### src/verilog/fms_cfg.svh
// Constants for the FET channel switch sequencer.
`ifndef FMS_CFG_SVH
`define FMS_CFG_SVH
// Overview of operation
// (RULE1) Channels 0 to 7 connect to the bank-zero direct terminal when closed.
// (RULE2) Channels 8 to 15 connect to the bank-one direct terminal when closed.
// (RULE3) Routing none opens both A and B tree isolation switches.
// (RULE4) Reset sets routing to none with both tree switches open.
// (RULE5) Analog bus routing shows the closed channel at direct, A tree, bus.
// (RULE6) One channel closed per card, except a pair in four-wire mode.
// (RULE7) Each card keeps its own closure state independently.
// (RULE8) Open the old switch fully before closing the next one.
// (RULE9) A running sequence advances only on the selected source's event.
// (RULE10) Closure query gives 1 for closed; openness query gives inverse.
// (RULE11) Range query returns one value per channel in list order. Here a query names one channel and returns one value; there is no range query.
// (RULE12) An unread query answer left pending raises an error.
// (RULE13) Analog bus routing closes both A and B tree isolation sets.
// (RULE14) A tree carries sense lines and guard; B tree source lines, guard.
// (RULE15) Four-wire mode separates banks; B stimulus, A response.
// (RULE16) Four-wire closes partner eight away; named to A, partner to B. Here bank zero alone goes to A, so a named channel 8 to 15 is off A.
// (RULE17) Bus source advances on each host trigger command. Triggers are dropped while a card is busy or the next channel loads.
// (RULE18) External source needs outside pulses on the event input.
// (RULE19) Sync output pulses trigger out except handshake and free running.
// (RULE20) Handshake mode exchanges done and start lines, fastest rate.
// (RULE21) Start closes first list channel; each advance moves to next. Start here closes the entry at the pointer, the first only if it is 0.
// (RULE22) Ranges walk card then channel order across cards. Here there are no ranges; a sequence walks the list in append order.
// (RULE23) Closing a channel opens all others on that card first.
// (RULE24) Channel address is card number then channel number.
// (RULE25) After the last channel the pointer wraps to the first.
// (RULE26) Advance events are ignored while no sequence is started.
`define FMS_ROUTE_RESET   2'h0
`define FMS_MODE_RESET    2'h0
`define FMS_BREAK_NS      20
`define FMS_CLK_NS        10
`define FMS_BREAK_CYC     ((`FMS_BREAK_NS + `FMS_CLK_NS - 1) / `FMS_CLK_NS)
`define FMS_PAIR_OFFSET   5'h08
`define FMS_BANK_BIT      3
`define FMS_TRIG_PULSE_CYC 1
`endif

### src/verilog/fms_pkg.sv
// Types for the FET channel switch sequencer.
package fms_pkg;
  typedef enum logic [1:0] {
    FMS_ROUTE_NONE = 2'h0,
    FMS_ROUTE_ANALOG_BUS = 2'h1
  } fms_route_e;
  typedef enum logic [1:0] {
    FMS_MODE_VOLT = 2'h0,
    FMS_MODE_RES = 2'h1,
    FMS_MODE_FOUR_WIRE = 2'h2
  } fms_mode_e;
  typedef enum logic [1:0] {
    FMS_SRC_BUS = 2'h0,
    FMS_SRC_EXT = 2'h1,
    FMS_SRC_DIGITAL_BUS = 2'h2,
    FMS_SRC_FREE_RUNNING = 2'h3
  } fms_src_e;
  typedef enum logic [2:0] {
    FMS_CMD_NOP = 3'h0,
    FMS_CMD_CLOSE = 3'h1,
    FMS_CMD_OPEN = 3'h2,
    FMS_CMD_QRY_CLOSED = 3'h3,
    FMS_CMD_QRY_OPEN = 3'h4,
    FMS_CMD_START = 3'h5,
    FMS_CMD_TRIGGER = 3'h6,
    FMS_CMD_STOP = 3'h7
  } fms_cmd_e;
  typedef struct packed {
    logic [7:0] card;
    logic [3:0] chan;
  } fms_addr_s;
  typedef struct packed {
    logic      valid;
    fms_cmd_e  cmd;
    fms_addr_s addr;
  } fms_req_s;
  typedef struct packed {
    logic treeAClosed;
    logic treeBClosed;
    logic bankSplit;
    logic bank0ToTreeA;
    logic bank1ToTreeA;
  } fms_route_s;
endpackage : fms_pkg

### src/verilog/fms_card_switch.sv
// One card's break-before-make channel switch with independent state.
`timescale 1ns/1ps
`include "fms_cfg.svh"
module fms_card_switch #(
  parameter int BREAK_CYC = `FMS_BREAK_CYC
) (
  input  wire logic        clk,
  input  wire logic        rst,
  input  wire logic        load,
  input  wire logic        openAll,
  input  wire logic        pairEn,
  input  wire logic [3:0]  chan,
  output logic      [15:0] closed,
  output logic             busy
);
  import fms_pkg::*;
  localparam int CW = $clog2(BREAK_CYC + 1);
  logic [15:0] closed_q, closed_d, target_q, target_d;
  logic [CW-1:0] wait_q, wait_d;
  logic          pend_q, pend_d;
  logic [15:0]   want;

  // ******************************
  // Break-before-make sequencing
  // ******************************
  always_comb
  begin
    want = 16'h0000;
    want[chan] = 1'b1;
    if (pairEn)
      want[chan ^ 4'h8] = 1'b1;             // [RULE16]
    closed_d = closed_q;
    target_d = target_q;
    wait_d   = wait_q;
    pend_d   = pend_q;
    if (load || openAll)
    begin
      closed_d = 16'h0000;                  // [RULE8] [RULE23]
      target_d = load ? want : 16'h0000;    // [RULE6]
      pend_d   = load;
      wait_d   = CW'(BREAK_CYC);
    end
    else if (pend_q)
    begin
      if (wait_q > CW'(1))
        wait_d = wait_q - CW'(1);
      else
      begin
        closed_d = target_q;                // [RULE8]
        pend_d   = 1'b0;
      end
    end
  end

  always_ff @(posedge clk)
  begin
    if (rst)
    begin
      closed_q <= 16'h0000;
      target_q <= 16'h0000;
      wait_q   <= '0;
      pend_q   <= 1'b0;
    end
    else
    begin
      closed_q <= closed_d;
      target_q <= target_d;
      wait_q   <= wait_d;
      pend_q   <= pend_d;
    end
  end

  assign closed = closed_q;
  assign busy   = pend_q;
endmodule : fms_card_switch

### src/verilog/fms_seq_list.sv
// Sequence list memory with wrap-around pointer.
`timescale 1ns/1ps
`include "fms_cfg.svh"
module fms_seq_list #(
  parameter int DEPTH = 64
) (
  input  wire logic                      clk,
  input  wire logic                      rst,
  input  wire logic                      clear,
  input  wire logic                      append,
  input  wire fms_pkg::fms_addr_s        appendAddr,
  input  wire logic                      rewind,
  input  wire logic                      step,
  output fms_pkg::fms_addr_s             curAddr,
  output logic                           nonEmpty
);
  import fms_pkg::*;
  localparam int PW = $clog2(DEPTH + 1);
  fms_addr_s   mem [DEPTH];
  logic [PW-1:0] len_q, len_d, ptr_q, ptr_d;

  always_comb
  begin
    len_d = len_q;
    ptr_d = ptr_q;
    if (clear)
    begin
      len_d = '0;
      ptr_d = '0;
    end
    else
    begin
      if (append && len_q < PW'(DEPTH))
        len_d = len_q + PW'(1);
      if (rewind)
        ptr_d = '0;
      else if (step)
        ptr_d = (ptr_q + PW'(1) >= len_q) ? '0 : ptr_q + PW'(1); // [RULE25]
    end
  end

  always_ff @(posedge clk)
  begin
    if (rst)
    begin
      len_q <= '0;
      ptr_q <= '0;
    end
    else
    begin
      len_q <= len_d;
      ptr_q <= ptr_d;
    end
  end

  always_ff @(posedge clk)
  begin
    if (!clear && append && len_q < PW'(DEPTH))
      mem[len_q[PW-2:0]] <= appendAddr;
  end

  assign curAddr  = mem[ptr_q[PW-2:0]];
  assign nonEmpty = (len_q != '0);
endmodule : fms_seq_list

### src/verilog/fms_sequencer.sv
// Top control of the FET multiplexer: routing, closures, queries, sequencing.
`timescale 1ns/1ps
`include "fms_cfg.svh"
module fms_sequencer #(
  parameter int NCARDS    = 2,
  parameter int BREAK_CYC = `FMS_BREAK_CYC,
  parameter int DEPTH     = 64
) (
  input  wire logic                      clk,
  input  wire logic                      rst,
  input  wire fms_pkg::fms_req_s         req,
  input  wire logic                      listClear,
  input  wire logic                      listAppend,
  input  wire fms_pkg::fms_addr_s        listAddr,
  input  wire fms_pkg::fms_route_e       routeSel,
  input  wire logic                      routeWrite,
  input  wire fms_pkg::fms_mode_e        modeSel,
  input  wire logic                      modeWrite,
  input  wire fms_pkg::fms_src_e         srcSel,
  input  wire logic                      syncOutEn,
  input  wire logic                      eventIn,
  input  wire logic                      measDone,
  input  wire logic                      respRead,
  output logic [NCARDS*16-1:0]           closedMap,
  output logic [NCARDS-1:0]              bank0Direct,
  output logic [NCARDS-1:0]              bank1Direct,
  output fms_pkg::fms_route_s            routeOut,
  output logic                           respValid,
  output logic                           respBit,
  output logic                           respError,
  output logic                           trigOut,
  output logic                           measStart,
  output logic                           running
);
  import fms_pkg::*;

  fms_route_e route_q, route_d;
  fms_mode_e  mode_q, mode_d;
  logic       run_q, run_d;
  logic       respV_q, respV_d, respB_q, respB_d, err_q, err_d;
  logic       trig_q, trig_d, mstart_q, mstart_d;
  logic [NCARDS*16-1:0] map_q;
  logic [NCARDS-1:0]    b0_q, b1_q;
  fms_route_s  rt_q, rt_d;
  logic [NCARDS-1:0]    load, openAll, busy;
  logic [15:0]          cardClosed [NCARDS];
  logic [3:0]           loadChan;
  logic                 advance, stepList, rewind;
  fms_addr_s            curAddr, tgt;
  logic                 nonEmpty, closeHit;
  logic                 stepped_q;

  function automatic logic cardHit(input fms_addr_s a, input int idx);
    cardHit = (a.card == 8'(idx + 1));      // [RULE24]
  endfunction : cardHit

  // ******************************
  // Advance event selection
  // ******************************
  always_comb
  begin
    unique case (srcSel)                    // [RULE9]
      FMS_SRC_BUS:
        advance = req.valid && req.cmd == FMS_CMD_TRIGGER; // [RULE17]
      FMS_SRC_EXT:
        advance = eventIn;                  // [RULE18]
      FMS_SRC_DIGITAL_BUS:
        advance = measDone;                 // [RULE20]
      FMS_SRC_FREE_RUNNING:
        advance = (busy == '0);
    endcase
  end

  // ******************************
  // Command decode and sequencing
  // ******************************
  always_comb
  begin
    route_d  = route_q;
    mode_d   = mode_q;
    run_d    = run_q;
    respV_d  = respV_q && !respRead;
    respB_d  = respB_q;
    err_d    = err_q;
    trig_d   = 1'b0;
    mstart_d = 1'b0;
    stepList = 1'b0;
    rewind   = 1'b0;
    load     = '0;
    openAll  = '0;
    tgt      = req.addr;
    loadChan = req.addr.chan;
    closeHit = 1'b0;
    if (routeWrite)
      route_d = routeSel;
    if (modeWrite)
      mode_d = modeSel;
    if (req.valid && respV_q && !respRead)
      err_d = 1'b1;                         // [RULE12]
    if (req.valid)
    begin
      unique case (req.cmd)
        FMS_CMD_CLOSE:
          for (int i = 0; i < NCARDS; i++)
            load[i] = cardHit(req.addr, i); // [RULE7] [RULE23]
        FMS_CMD_OPEN:
          for (int i = 0; i < NCARDS; i++)
            if (cardHit(req.addr, i) && cardClosed[i][req.addr.chan])
              openAll[i] = 1'b1;
        FMS_CMD_QRY_CLOSED, FMS_CMD_QRY_OPEN:
        begin
          closeHit = 1'b0;
          for (int i = 0; i < NCARDS; i++)
            if (cardHit(req.addr, i))
              closeHit = cardClosed[i][req.addr.chan];
          respV_d = 1'b1;                   // [RULE11]
          respB_d = (req.cmd == FMS_CMD_QRY_CLOSED) ? closeHit
                                                   : !closeHit; // [RULE10]
        end
        FMS_CMD_START:
          if (nonEmpty)
          begin
            run_d  = 1'b1;
            rewind = 1'b1;
            tgt    = curAddr;               // [RULE21]
          end
        FMS_CMD_STOP:
          run_d = 1'b0;
        default:
          ;
      endcase
    end
    if (req.valid && req.cmd == FMS_CMD_START && nonEmpty)
    begin
      loadChan = curAddr.chan;
      for (int i = 0; i < NCARDS; i++)
        load[i] = cardHit(curAddr, i);
      trig_d   = syncOutEn && srcSel != FMS_SRC_DIGITAL_BUS
                 && srcSel != FMS_SRC_FREE_RUNNING; // [RULE19]
      mstart_d = (srcSel == FMS_SRC_DIGITAL_BUS);
    end
    // A step is blocked while the next channel is still being loaded.
    else if (run_q && advance && busy == '0 && !stepped_q) // [RULE26]
    begin
      stepList = 1'b1;                      // [RULE22]
      loadChan = curAddr.chan;
    end
  end

  // Pointer moves first; the next channel is loaded one cycle later.
  always_ff @(posedge clk)
  begin
    if (rst)
      stepped_q <= 1'b0;
    else
      stepped_q <= stepList;
  end

  logic [NCARDS-1:0] loadAll;
  logic [NCARDS-1:0] openOld;
  always_comb
  begin
    for (int i = 0; i < NCARDS; i++)
    begin
      loadAll[i] = load[i] || (stepped_q && cardHit(curAddr, i));
      openOld[i] = openAll[i] || (stepList && cardClosed[i] != 16'h0000); // [RULE8]
    end
  end

  // ******************************
  // Per-card switch arrays
  // ******************************
  for (genvar g = 0; g < NCARDS; g++)
  begin : gCard
    fms_card_switch #(.BREAK_CYC(BREAK_CYC)) uSw (
      .clk     (clk),
      .rst     (rst),
      .load    (loadAll[g]),
      .openAll (openOld[g] && !loadAll[g]),
      .pairEn  (mode_q == FMS_MODE_FOUR_WIRE), // [RULE6] [RULE16]
      .chan    (stepped_q ? curAddr.chan : loadChan),
      .closed  (cardClosed[g]),
      .busy    (busy[g])
    );
  end

  fms_seq_list #(.DEPTH(DEPTH)) uList (
    .clk        (clk),
    .rst        (rst),
    .clear      (listClear),
    .append     (listAppend),
    .appendAddr (listAddr),
    .rewind     (rewind),
    .step       (stepList),
    .curAddr    (curAddr),
    .nonEmpty   (nonEmpty)
  );

  // ******************************
  // Tree isolation routing
  // ******************************
  always_comb
  begin
    rt_d = '0;                              // [RULE3]
    if (route_q == FMS_ROUTE_ANALOG_BUS)
    begin
      rt_d.treeAClosed = 1'b1;              // [RULE5] [RULE13]
      rt_d.treeBClosed = 1'b1;              // [RULE14]
      rt_d.bank0ToTreeA = 1'b1;
      rt_d.bank1ToTreeA = (mode_q != FMS_MODE_FOUR_WIRE);
      rt_d.bankSplit = (mode_q == FMS_MODE_FOUR_WIRE); // [RULE15]
    end
  end

  always_ff @(posedge clk)
  begin
    if (rst)
    begin
      route_q  <= fms_route_e'(`FMS_ROUTE_RESET); // [RULE4]
      mode_q   <= fms_mode_e'(`FMS_MODE_RESET);
      run_q    <= 1'b0;
      respV_q  <= 1'b0;
      respB_q  <= 1'b0;
      err_q    <= 1'b0;
      trig_q   <= 1'b0;
      mstart_q <= 1'b0;
      rt_q     <= '0;
      map_q    <= '0;
      b0_q     <= '0;
      b1_q     <= '0;
    end
    else
    begin
      route_q  <= route_d;
      mode_q   <= mode_d;
      run_q    <= run_d;
      respV_q  <= respV_d;
      respB_q  <= respB_d;
      err_q    <= err_d;
      trig_q   <= trig_d || (stepped_q && syncOutEn
                  && srcSel != FMS_SRC_DIGITAL_BUS
                  && srcSel != FMS_SRC_FREE_RUNNING);
      mstart_q <= mstart_d || (stepped_q && srcSel == FMS_SRC_DIGITAL_BUS);
      rt_q     <= rt_d;
      for (int i = 0; i < NCARDS; i++)
      begin
        map_q[i*16 +: 16] <= cardClosed[i];
        b0_q[i] <= |cardClosed[i][7:0];     // [RULE1]
        b1_q[i] <= |cardClosed[i][15:8];    // [RULE2]
      end
    end
  end

  assign closedMap   = map_q;
  assign bank0Direct = b0_q;
  assign bank1Direct = b1_q;
  assign routeOut    = rt_q;
  assign respValid   = respV_q;
  assign respBit     = respB_q;
  assign respError   = err_q;
  assign trigOut     = trig_q;
  assign measStart   = mstart_q;
  assign running     = run_q;
endmodule : fms_sequencer
### config.mk
export PLATFORM = sky130hd
export DESIGN_NAME = fms_sequencer
export DESIGN_NICKNAME = d
export VERILOG_FILES = /design/src/verilog/fms_pkg.sv /design/src/verilog/fms_card_switch.sv /design/src/verilog/fms_seq_list.sv /design/src/verilog/fms_sequencer.sv
export VERILOG_INCLUDE_DIRS = /design/src /design/src/verilog
export SDC_FILE = /design/constraint.sdc
export NUM_CORES = 1
export LEC_CHECK = 0
export ABC_CLOCK_PERIOD_IN_PS = 3900
export CAP_MARGIN = 5
export CORE_MARGIN = 5
export CORE_UTILIZATION = 55
export DETAILED_ROUTE_END_ITERATION = 8
export DONT_BUFFER_PORTS = 1
export PLACE_DENSITY = 0.69
export SLEW_MARGIN = 15
export SYNTH_ARGS = -nofsm -noshare
export SYNTH_HDL_FRONTEND = slang
export SYNTH_SLANG_ARGS = --single-unit
### constraint.sdc
create_clock -name clk -period 3.9 [get_ports clk]
set_input_delay 0.78 -clock clk [delete_from_list [all_inputs] [get_ports clk]]
set_output_delay 0.78 -clock clk [all_outputs]
set_load 0.03 [all_outputs]
==> run metrics, run 1 <==
CP startpoint kind flop; Synth Warn # 0; Clock Sinks 908; post-synth top area cell edfxtp_1; largest family of logic cells by synthesized area multiplexers; area grow syn2layout 12.5%; largest fanout on the critical path 33; Max VDD drop 0.337 mV; initial antenna violation count 2; clock latency on the worst-skew pair 640 ps; post-synth cell types 80; setup total negative slack 0 ps; critical path's top delay family compound AO/OA/AOI/OAI gates; # port buffers 0; slowest stage delay, CP 1000 ps; pwr/cell area 489 mW/mm^2; vias in the first global route 18800; Post-synth EDFFs 768; clk_skew 21.9 ps; Total GRT Usage 24.1%; mux cell area share after synthesis 10.3%; initial DRC count 1978; WS Path Type flop to flop; Synth Area in Simple Gates 7.85%; drt wl/cell 26.9 um; sw frac 19.0%; final-stage net count 2183; die height 261 um; H-tree lvl count 3; worst slew pin tran 1160 ps; syn nets 2066; Clock Tree Root clkbuf_16; GPL Wtd Cong 0.881; ANT cells 0; first-pass GRT wire length 121 mm; Pleak 12.5 nW; RSZ-0062 raised after global routing false; Syn Inst Count 2012; final slew viol count 0; placed wire-length estimate 51.8 mm; CP max-delay cell o41ai_1; non-filler cells, final 3050; Worst-path clk slew 60 ps; Post-CTS Setup Bufs 0; outcome finished clean; Power Internal 0.0155 W; relative slew slack 22.5%; Sw Pwr 0.00362 W; xor/xnor share of the synthesized area 0.303%; post-synthesis adder-cell area fraction 0.361%; Seq/Total Area, Yosys 74.5%; asr flop ratio synth 0%; worst-path cell chain buf_4 > o311ai_0 > a41oi_1 > o41ai_1 > o32a_1 > o22a_2 > a31o_2 > buf_12 > mux2i_1; Hold Crit Class input pin to flop; CTS Hold Bufs 0; Post-Syn Area per Cell 17.2 um^2; clock share of power 44.2%; Top FF cell, synth edfxtp_1; Logic pwr share 0.6%; Hold Vio Cnt, Final 0; Placed Cells 2884; vias per std cell 6.16; starting density of the core 55.3%; routed vias 18800; layout cell share with drive strength beyond 1 19.6%; worst path buffer plus inverter count 2; CP Capture Type flop; Seq pwr share 55.2%; fin util 62.2%; Pre-antenna DRT Iters 5; min cycle time layout 3830 ps; CTS tree built; Fill cells 4446; final period utilization 98.2%; final WL 82.0 mm; max_cap viols 0; Die ar. 0.0682 mm^2; maximum clock frequency 0.261 GHz; fraction of the mapped netlist area in compound gates 4.64%; total CTS buffers 89; Die Span X 261 um; CTS resizes 0; CORE AREA 0.0627 mm^2; drc violations 0; Synth area leaders edfxtp_1 66%, dfxtp_1 8.1%, mux4_2 7.7%; Crit path required time 4450 ps; pin count of the biggest net entering global routing 65; I/O pin total 91; area of the mapped netlist 0.0347 mm^2; Row Count 92; Final ANT Viol Nets 0; synthesized flop and latch total 908; Final setup viols 0; gr ovfl total 0; post-synth top area share 66.5%; Max clock buf depth 3; CP arrival 4380 ps
==> cell usage after synthesis (all sizes together), types with 19 or more instances <==
cell type,count
a21oi,50
clkbuf,30
nand2,103
nor4,19
mux4,119
nor3,84
dfxtp,140
mux2i,87
nor2,200
buf,62
nor2b,47
a211oi,23
a22oi,21
edfxtp,768
==> placed cells by master, fill, tap and decap left out, types with 10 or more instances in the layout <==
cell | netlist | layout
a211oi_1 | 21 | 21
a21oi_1 | 49 | 49
a22oi_1 | 19 | 19
buf_4 | 12 | 111
clkbuf_1 | 30 | 15
clkbuf_16 | 0 | 90
clkinv_1 | 1 | 17
clkinv_2 | 0 | 21
dfxtp_1 | 140 | 137
edfxtp_1 | 768 | 768
ha_1 | 10 | 10
inv_1 | 15 | 15
mux2i_1 | 87 | 87
mux4_2 | 119 | 119
nand2_1 | 103 | 103
nand2b_1 | 16 | 16
nand3_1 | 16 | 16
nor2_1 | 199 | 199
nor2b_1 | 47 | 47
nor3_1 | 58 | 58
nor3_2 | 26 | 26
nor4_1 | 17 | 17
o211ai_1 | 11 | 11
o21ai_0 | 11 | 11
o22ai_1 | 11 | 11
o31ai_1 | 15 | 15
or4_1 | 12 | 12
==> final timing paths <==
| path | endpoint | slack (ps) | start | cells after the start |
|---|---|---|---|---|
| worst min-delay path | respValid | 210 | rst | 1 |
| worst min register to register | gCard[1].uSw.target_q[15] | 460 | gCard[1].uSw.target_q[15] | 2 |
| worst max register to register | gCard[1].uSw.target_q[14] | 70 | flop | 9 |
| worst max-delay path | gCard[1].uSw.target_q[14] | 70 | flop | 9 |
==> sequential cells by signal (all words and copies together) (netlist names), named ones only <==
register / count
bank1Direct: 2
gCard.uSw.target_q: 32
gCard.uSw.busy: 2
mode_q: 2
measStart: 1
uList.len_q: 7
respBit: 1
stepped_q: 1
uList.mem: 768
routeOut: 3
gCard.uSw.closed: 32
respValid: 1
uList.ptr_q: 7
bank0Direct: 2
route_q: 2
respError: 1
closedMap: 32
running: 1
gCard.uSw.wait_q: 4
trigOut: 1
==> worst reg2reg max path, stage by stage, from the launching register on <==
cell and delay, ps:
dfxtp_4 480, buf_4 310, o311ai_0 580, a41oi_1 240, o41ai_1 1010, o32a_1 250
o22a_2 200, a31o_2 200, buf_12 240, mux2i_1 240
==> cell families after synthesis <==
| group | Yosys count |
|---|---|
| flip-flops | 908 |
| AND/OR/NAND/NOR | 544 |
| adder cells (fa/ha/maj) | 10 |
| multiplexers | 208 |
| XOR/XNOR | 12 |
| buffers and inverters | 109 |
| AO/OA/AOI/OAI | 221 |
==> per-layer routing <==
metal | wire (um) | vias up | global-route usage [%]
met5 | 0 | - | 0
met4 | 2260 | 0 | 7.58
met3 | 7920 | 133 | 6.21
met2 | 39100 | 891 | 38.3
met1 | 32700 | 9617 | 33.2
li1 | - | 8143 | -
==> per-stage QoR <==
step	hold slack [ps]	area [um^2]	power (W)	setup slack, ps
floorplan	434	34700	0.0108	836
global placement	447	36100	0.0108	350
detailed placement	452	36100	0.0108	265
CTS	176	39000	0.0192	129
global route	186	39000	0.0196	43.0
finish	207	39000	0.0191	69.1
==> power by group through the flow <==
stage,logic [W],registers (W),clock network [W]
after floorplan,0.0000931,0.0107,0
after global placement,0.000108,0.0107,0
after detailed placement,0.000110,0.0107,0
after CTS,0.000110,0.0105,0.00857
after global routing,0.000120,0.0105,0.00900
final,0.000111,0.0105,0.00844
==> cell type report <==
type	instances	area (um^2)	area share, %
tap	846	1060	2.71
inverter	17	63.8	0.164
clock buffer	112	2400	6.14
clock inverter	54	510	1.31
sequential	908	25900	66.3
multi-input combinational	995	8150	20.9
timing repair buffer	118	973	2.49
(Power assumes the default switching activity.)
==> inputs of run 2 (changes only) <==
--- a/config.mk
+++ b/config.mk
@@ -16,4 +16,5 @@
 export SLEW_MARGIN = 15
 export SYNTH_ARGS = -nofsm -noshare
 export SYNTH_HDL_FRONTEND = slang
+export SYNTH_HIERARCHICAL = 1
 export SYNTH_SLANG_ARGS = --single-unit
==> run metrics, run 2 <==
Top FF cell, synth edfxtp_1 (unchanged); vias in the first global route 18700 (was 18800); Reg2Reg Setup Slack -60 ps (was 70 ps); post-synth cell types 62 (was 80); syn nets 1961 (was 2066); worst-path cell chain buf_12 > buf_12 > buf_12 > mux4_2 > o22ai_4 > nor4_1 > mux2_4 > or4_4 > nor4_4 > buf_4 > a32o_2 > nor2_2 > or3_4 > clkbuf_16 > a21oi_2 (was buf_4 > o311ai_0 > a41oi_1 > o41ai_1 > o32a_1 > o22a_2 > a31o_2 > buf_12 > mux2i_1); clock latency on the worst-skew pair 630 ps (was 640 ps); Die ar. 0.0687 mm^2 (was 0.0682 mm^2); final WL 81.8 mm (was 82.0 mm); area grow syn2layout 16.4% (was 12.5%); CP Capture Type flop (unchanged); I/O pin total 91 (unchanged); Crit path required time 4470 ps (was 4450 ps); Syn Inst Count 1907 (was 2012); Final WS setup -63.3 ps (was 69.1 ps); pin count of the biggest net entering global routing 65 (unchanged); gr ovfl total 0 (unchanged); relative slew slack 29.6% (was 22.5%); final-stage net count 2164 (was 2183); asr flop ratio synth 0% (unchanged); largest fanout on the critical path 8 (was 33); CP startpoint kind flop (unchanged); GPL Wtd Cong 0.857 (was 0.881); Placed Area 0.0369 mm^2 (was 0.0361 mm^2); CP arrival 4530 ps (was 4380 ps); Post-Syn Area per Cell 18.3 um^2 (was 17.2 um^2); CTS tree built (unchanged); Max VDD drop 0.495 mV (was 0.337 mV); maximum clock frequency 0.252 GHz (was 0.261 GHz); max_cap viols 0 (unchanged); drt wl/cell 27.0 um (was 26.9 um); Total GRT Usage 23.7% (was 24.1%); max reg flops 768 (unchanged); Hold Vio Cnt, Final 0 (unchanged); Pre-antenna DRT Iters 7 (was 5); vias per std cell 6.20 (was 6.16); Row Count 92 (unchanged); initial antenna violation count 1 (was 2); H-tree lvl count 3 (unchanged); starting density of the core 55.5% (was 55.3%); min cycle time layout 3960 ps (was 3830 ps); fin util 64.6% (was 62.2%); Seq/Total Area, Yosys 74.0% (was 74.5%); post-synth top area cell edfxtp_1 (unchanged); ANT cells 0 (unchanged); Hold Crit Class input pin to flop (unchanged); pwr/cell area 473 mW/mm^2 (was 489 mW/mm^2); Synth Warn # 6 (was 0); worst slew pin tran 1050 ps (was 1160 ps); Clock Sinks 908 (unchanged); CTS Hold Bufs 0 (unchanged); Die Span X 262 um (was 261 um); layout cell share with drive strength beyond 1 29.0% (was 19.6%); most frequent cells in the layout 768 x edfxtp_1, 192 x mux4_2, 168 x buf_4 (was 768 x edfxtp_1, 199 x nor2_1, 137 x dfxtp_1); critical path's top delay family simple AND/OR/NAND/NOR gates (was compound AO/OA/AOI/OAI gates); WS Path Type flop to flop (unchanged); synthesized flop and latch total 908 (unchanged); initial DRC count 2031 (was 1978); slowest stage delay, CP 540 ps (was 1000 ps); clk_skew 24.1 ps (was 21.9 ps); post-synth top area share 66.0% (was 66.5%); final slew viol count 0 (unchanged); first-pass GRT wire length 120 mm (was 121 mm); Critical Path Most Common Cell buf_12; sw frac 18.9% (was 19.0%); most frequent cell after synthesis edfxtp_1 (unchanged); drc violations 0 (unchanged); total CTS buffers 89 (unchanged); final period utilization 102% (was 98.2%); die height 262 um (was 261 um); clock share of power 44.5% (was 44.2%); top post-synthesis cells by count 768 x edfxtp_1, 192 x mux4_2, 140 x dfxtp_1 (was 768 x edfxtp_1, 199 x nor2_1, 140 x dfxtp_1); Power Internal 0.0156 W (was 0.0155 W); CORE AREA 0.0630 mm^2 (was 0.0627 mm^2); placed wire-length estimate 50.6 mm (was 51.8 mm); Max clock buf depth 3 (unchanged); min-delay src rst (unchanged); # port buffers 0 (unchanged); Post-synth EDFFs 768 (unchanged); Synth area leaders edfxtp_1 66%, mux4_2 12%, dfxtp_1 8.0% (was edfxtp_1 66%, dfxtp_1 8.1%, mux4_2 7.7%); Logic pwr share 0.7% (was 0.6%); outcome complete, but fails checks (was finished clean); Final setup viols 36 (was 0); Design Area, Final 0.0407 mm^2 (was 0.0390 mm^2); commonest non-fill, non-tap cell in the layout edfxtp_1 (unchanged); failing checks setup timing; Sw Pwr 0.00363 W (was 0.00362 W); Final ANT Viol Nets 0 (unchanged); routed vias 18800 (about the same); CP max-delay cell or4_4 (was o41ai_1); worst path buffer plus inverter count 5 (was 2); RSZ-0062 raised after global routing true (was false); Seq pwr share 54.8% (was 55.2%); Worst-path clk slew 60 ps (about the same); Clock Tree Root clkbuf_16 (unchanged); area of the mapped netlist 0.0350 mm^2 (was 0.0347 mm^2); Pleak 12.9 nW (was 12.5 nW); Pwr Total 0.0192 W (was 0.0191 W)
[run 2: changes by cell type after synthesis, moves of 24 or more]
cell	previous run	this run
nor3_1	58	6
mux2i_1	87	38
nor2_1	199	106
nor3_2	26	2
o22ai_1	11	68
mux4_2	119	192
[run 2: through the flow]
stage | worst slack [ps] | hold WS, ps | std cells | TNS (ps)
after floorplan | 180 | 412 | 1907 | 0
after global placement | -370 | 426 | 2820 | -20930
after detailed placement | -385 | 442 | 2820 | -21550
after CTS | 3.75 | 180 | 2990 | 0
after global routing | -95.5 | 178 | 3029 | -3610
final | -63.3 | 217 | 3029 | -1140
[run 2: path summary, 6_finish.rpt]
check	depth (start not counted)	to
max reg2reg	15	gCard[0].uSw/closed[11]
min reg2reg	1	routeOut[4]
max	15	gCard[0].uSw/closed[11]
min	1	closedMap[2]
[run 2: cell type report]
type                    count  area, um^2
flip-flops and latches    908       25900
fillers                  4253       22300
multi-input cells         887        8790
clock buffers             110        2350
repair buffers            205        1980
well taps                 846        1060
clock inverters            54         574
inverters                  19        71.3
[run 2: what timing repair did]
| item | CTS | global route |
|---|---|---|
| resized for setup | 8 | 94 |
| cloned | 2 | 6 |
| endpoints found under the hold margin | 0 | 0 |
| buffers inserted | 4 | 33 |
| pin swaps | 0 | 17 |
| endpoints found under the setup margin | 69 | 65 |
[run 2: cells by family after synthesis]
family                     Yosys count  share of synthesized area [%]
buffers and inverters              112                           1.74
AOI/OAI and AO/OA                  224                           4.20
DFF                                908                           74.0
and+or+nand+nor                    401                           5.60
xor gates and xnor gates             8                          0.200
adders and majority gates           10                          0.358
muxes                              244                           13.9
[run 2: power groups by stage]
stage	Clock (W)	Combinational [W]	Sequential (W)
floorplan	0	0.000100	0.0107
global placement	0	0.000119	0.0107
detailed placement	0	0.000122	0.0107
CTS	0.00870	0.000123	0.0105
global route	0.00915	0.000154	0.0105
finish	0.00856	0.000143	0.0105
[run 2: routing by layer]
layer	wire length [um]	GRT usage, %	vias to the layer above
li1	-	-	8076
met4	2930	8.21	0
met3	6410	4.15	156
met5	0	0	-
met1	31700	32.9	9730
met2	40800	38.8	828
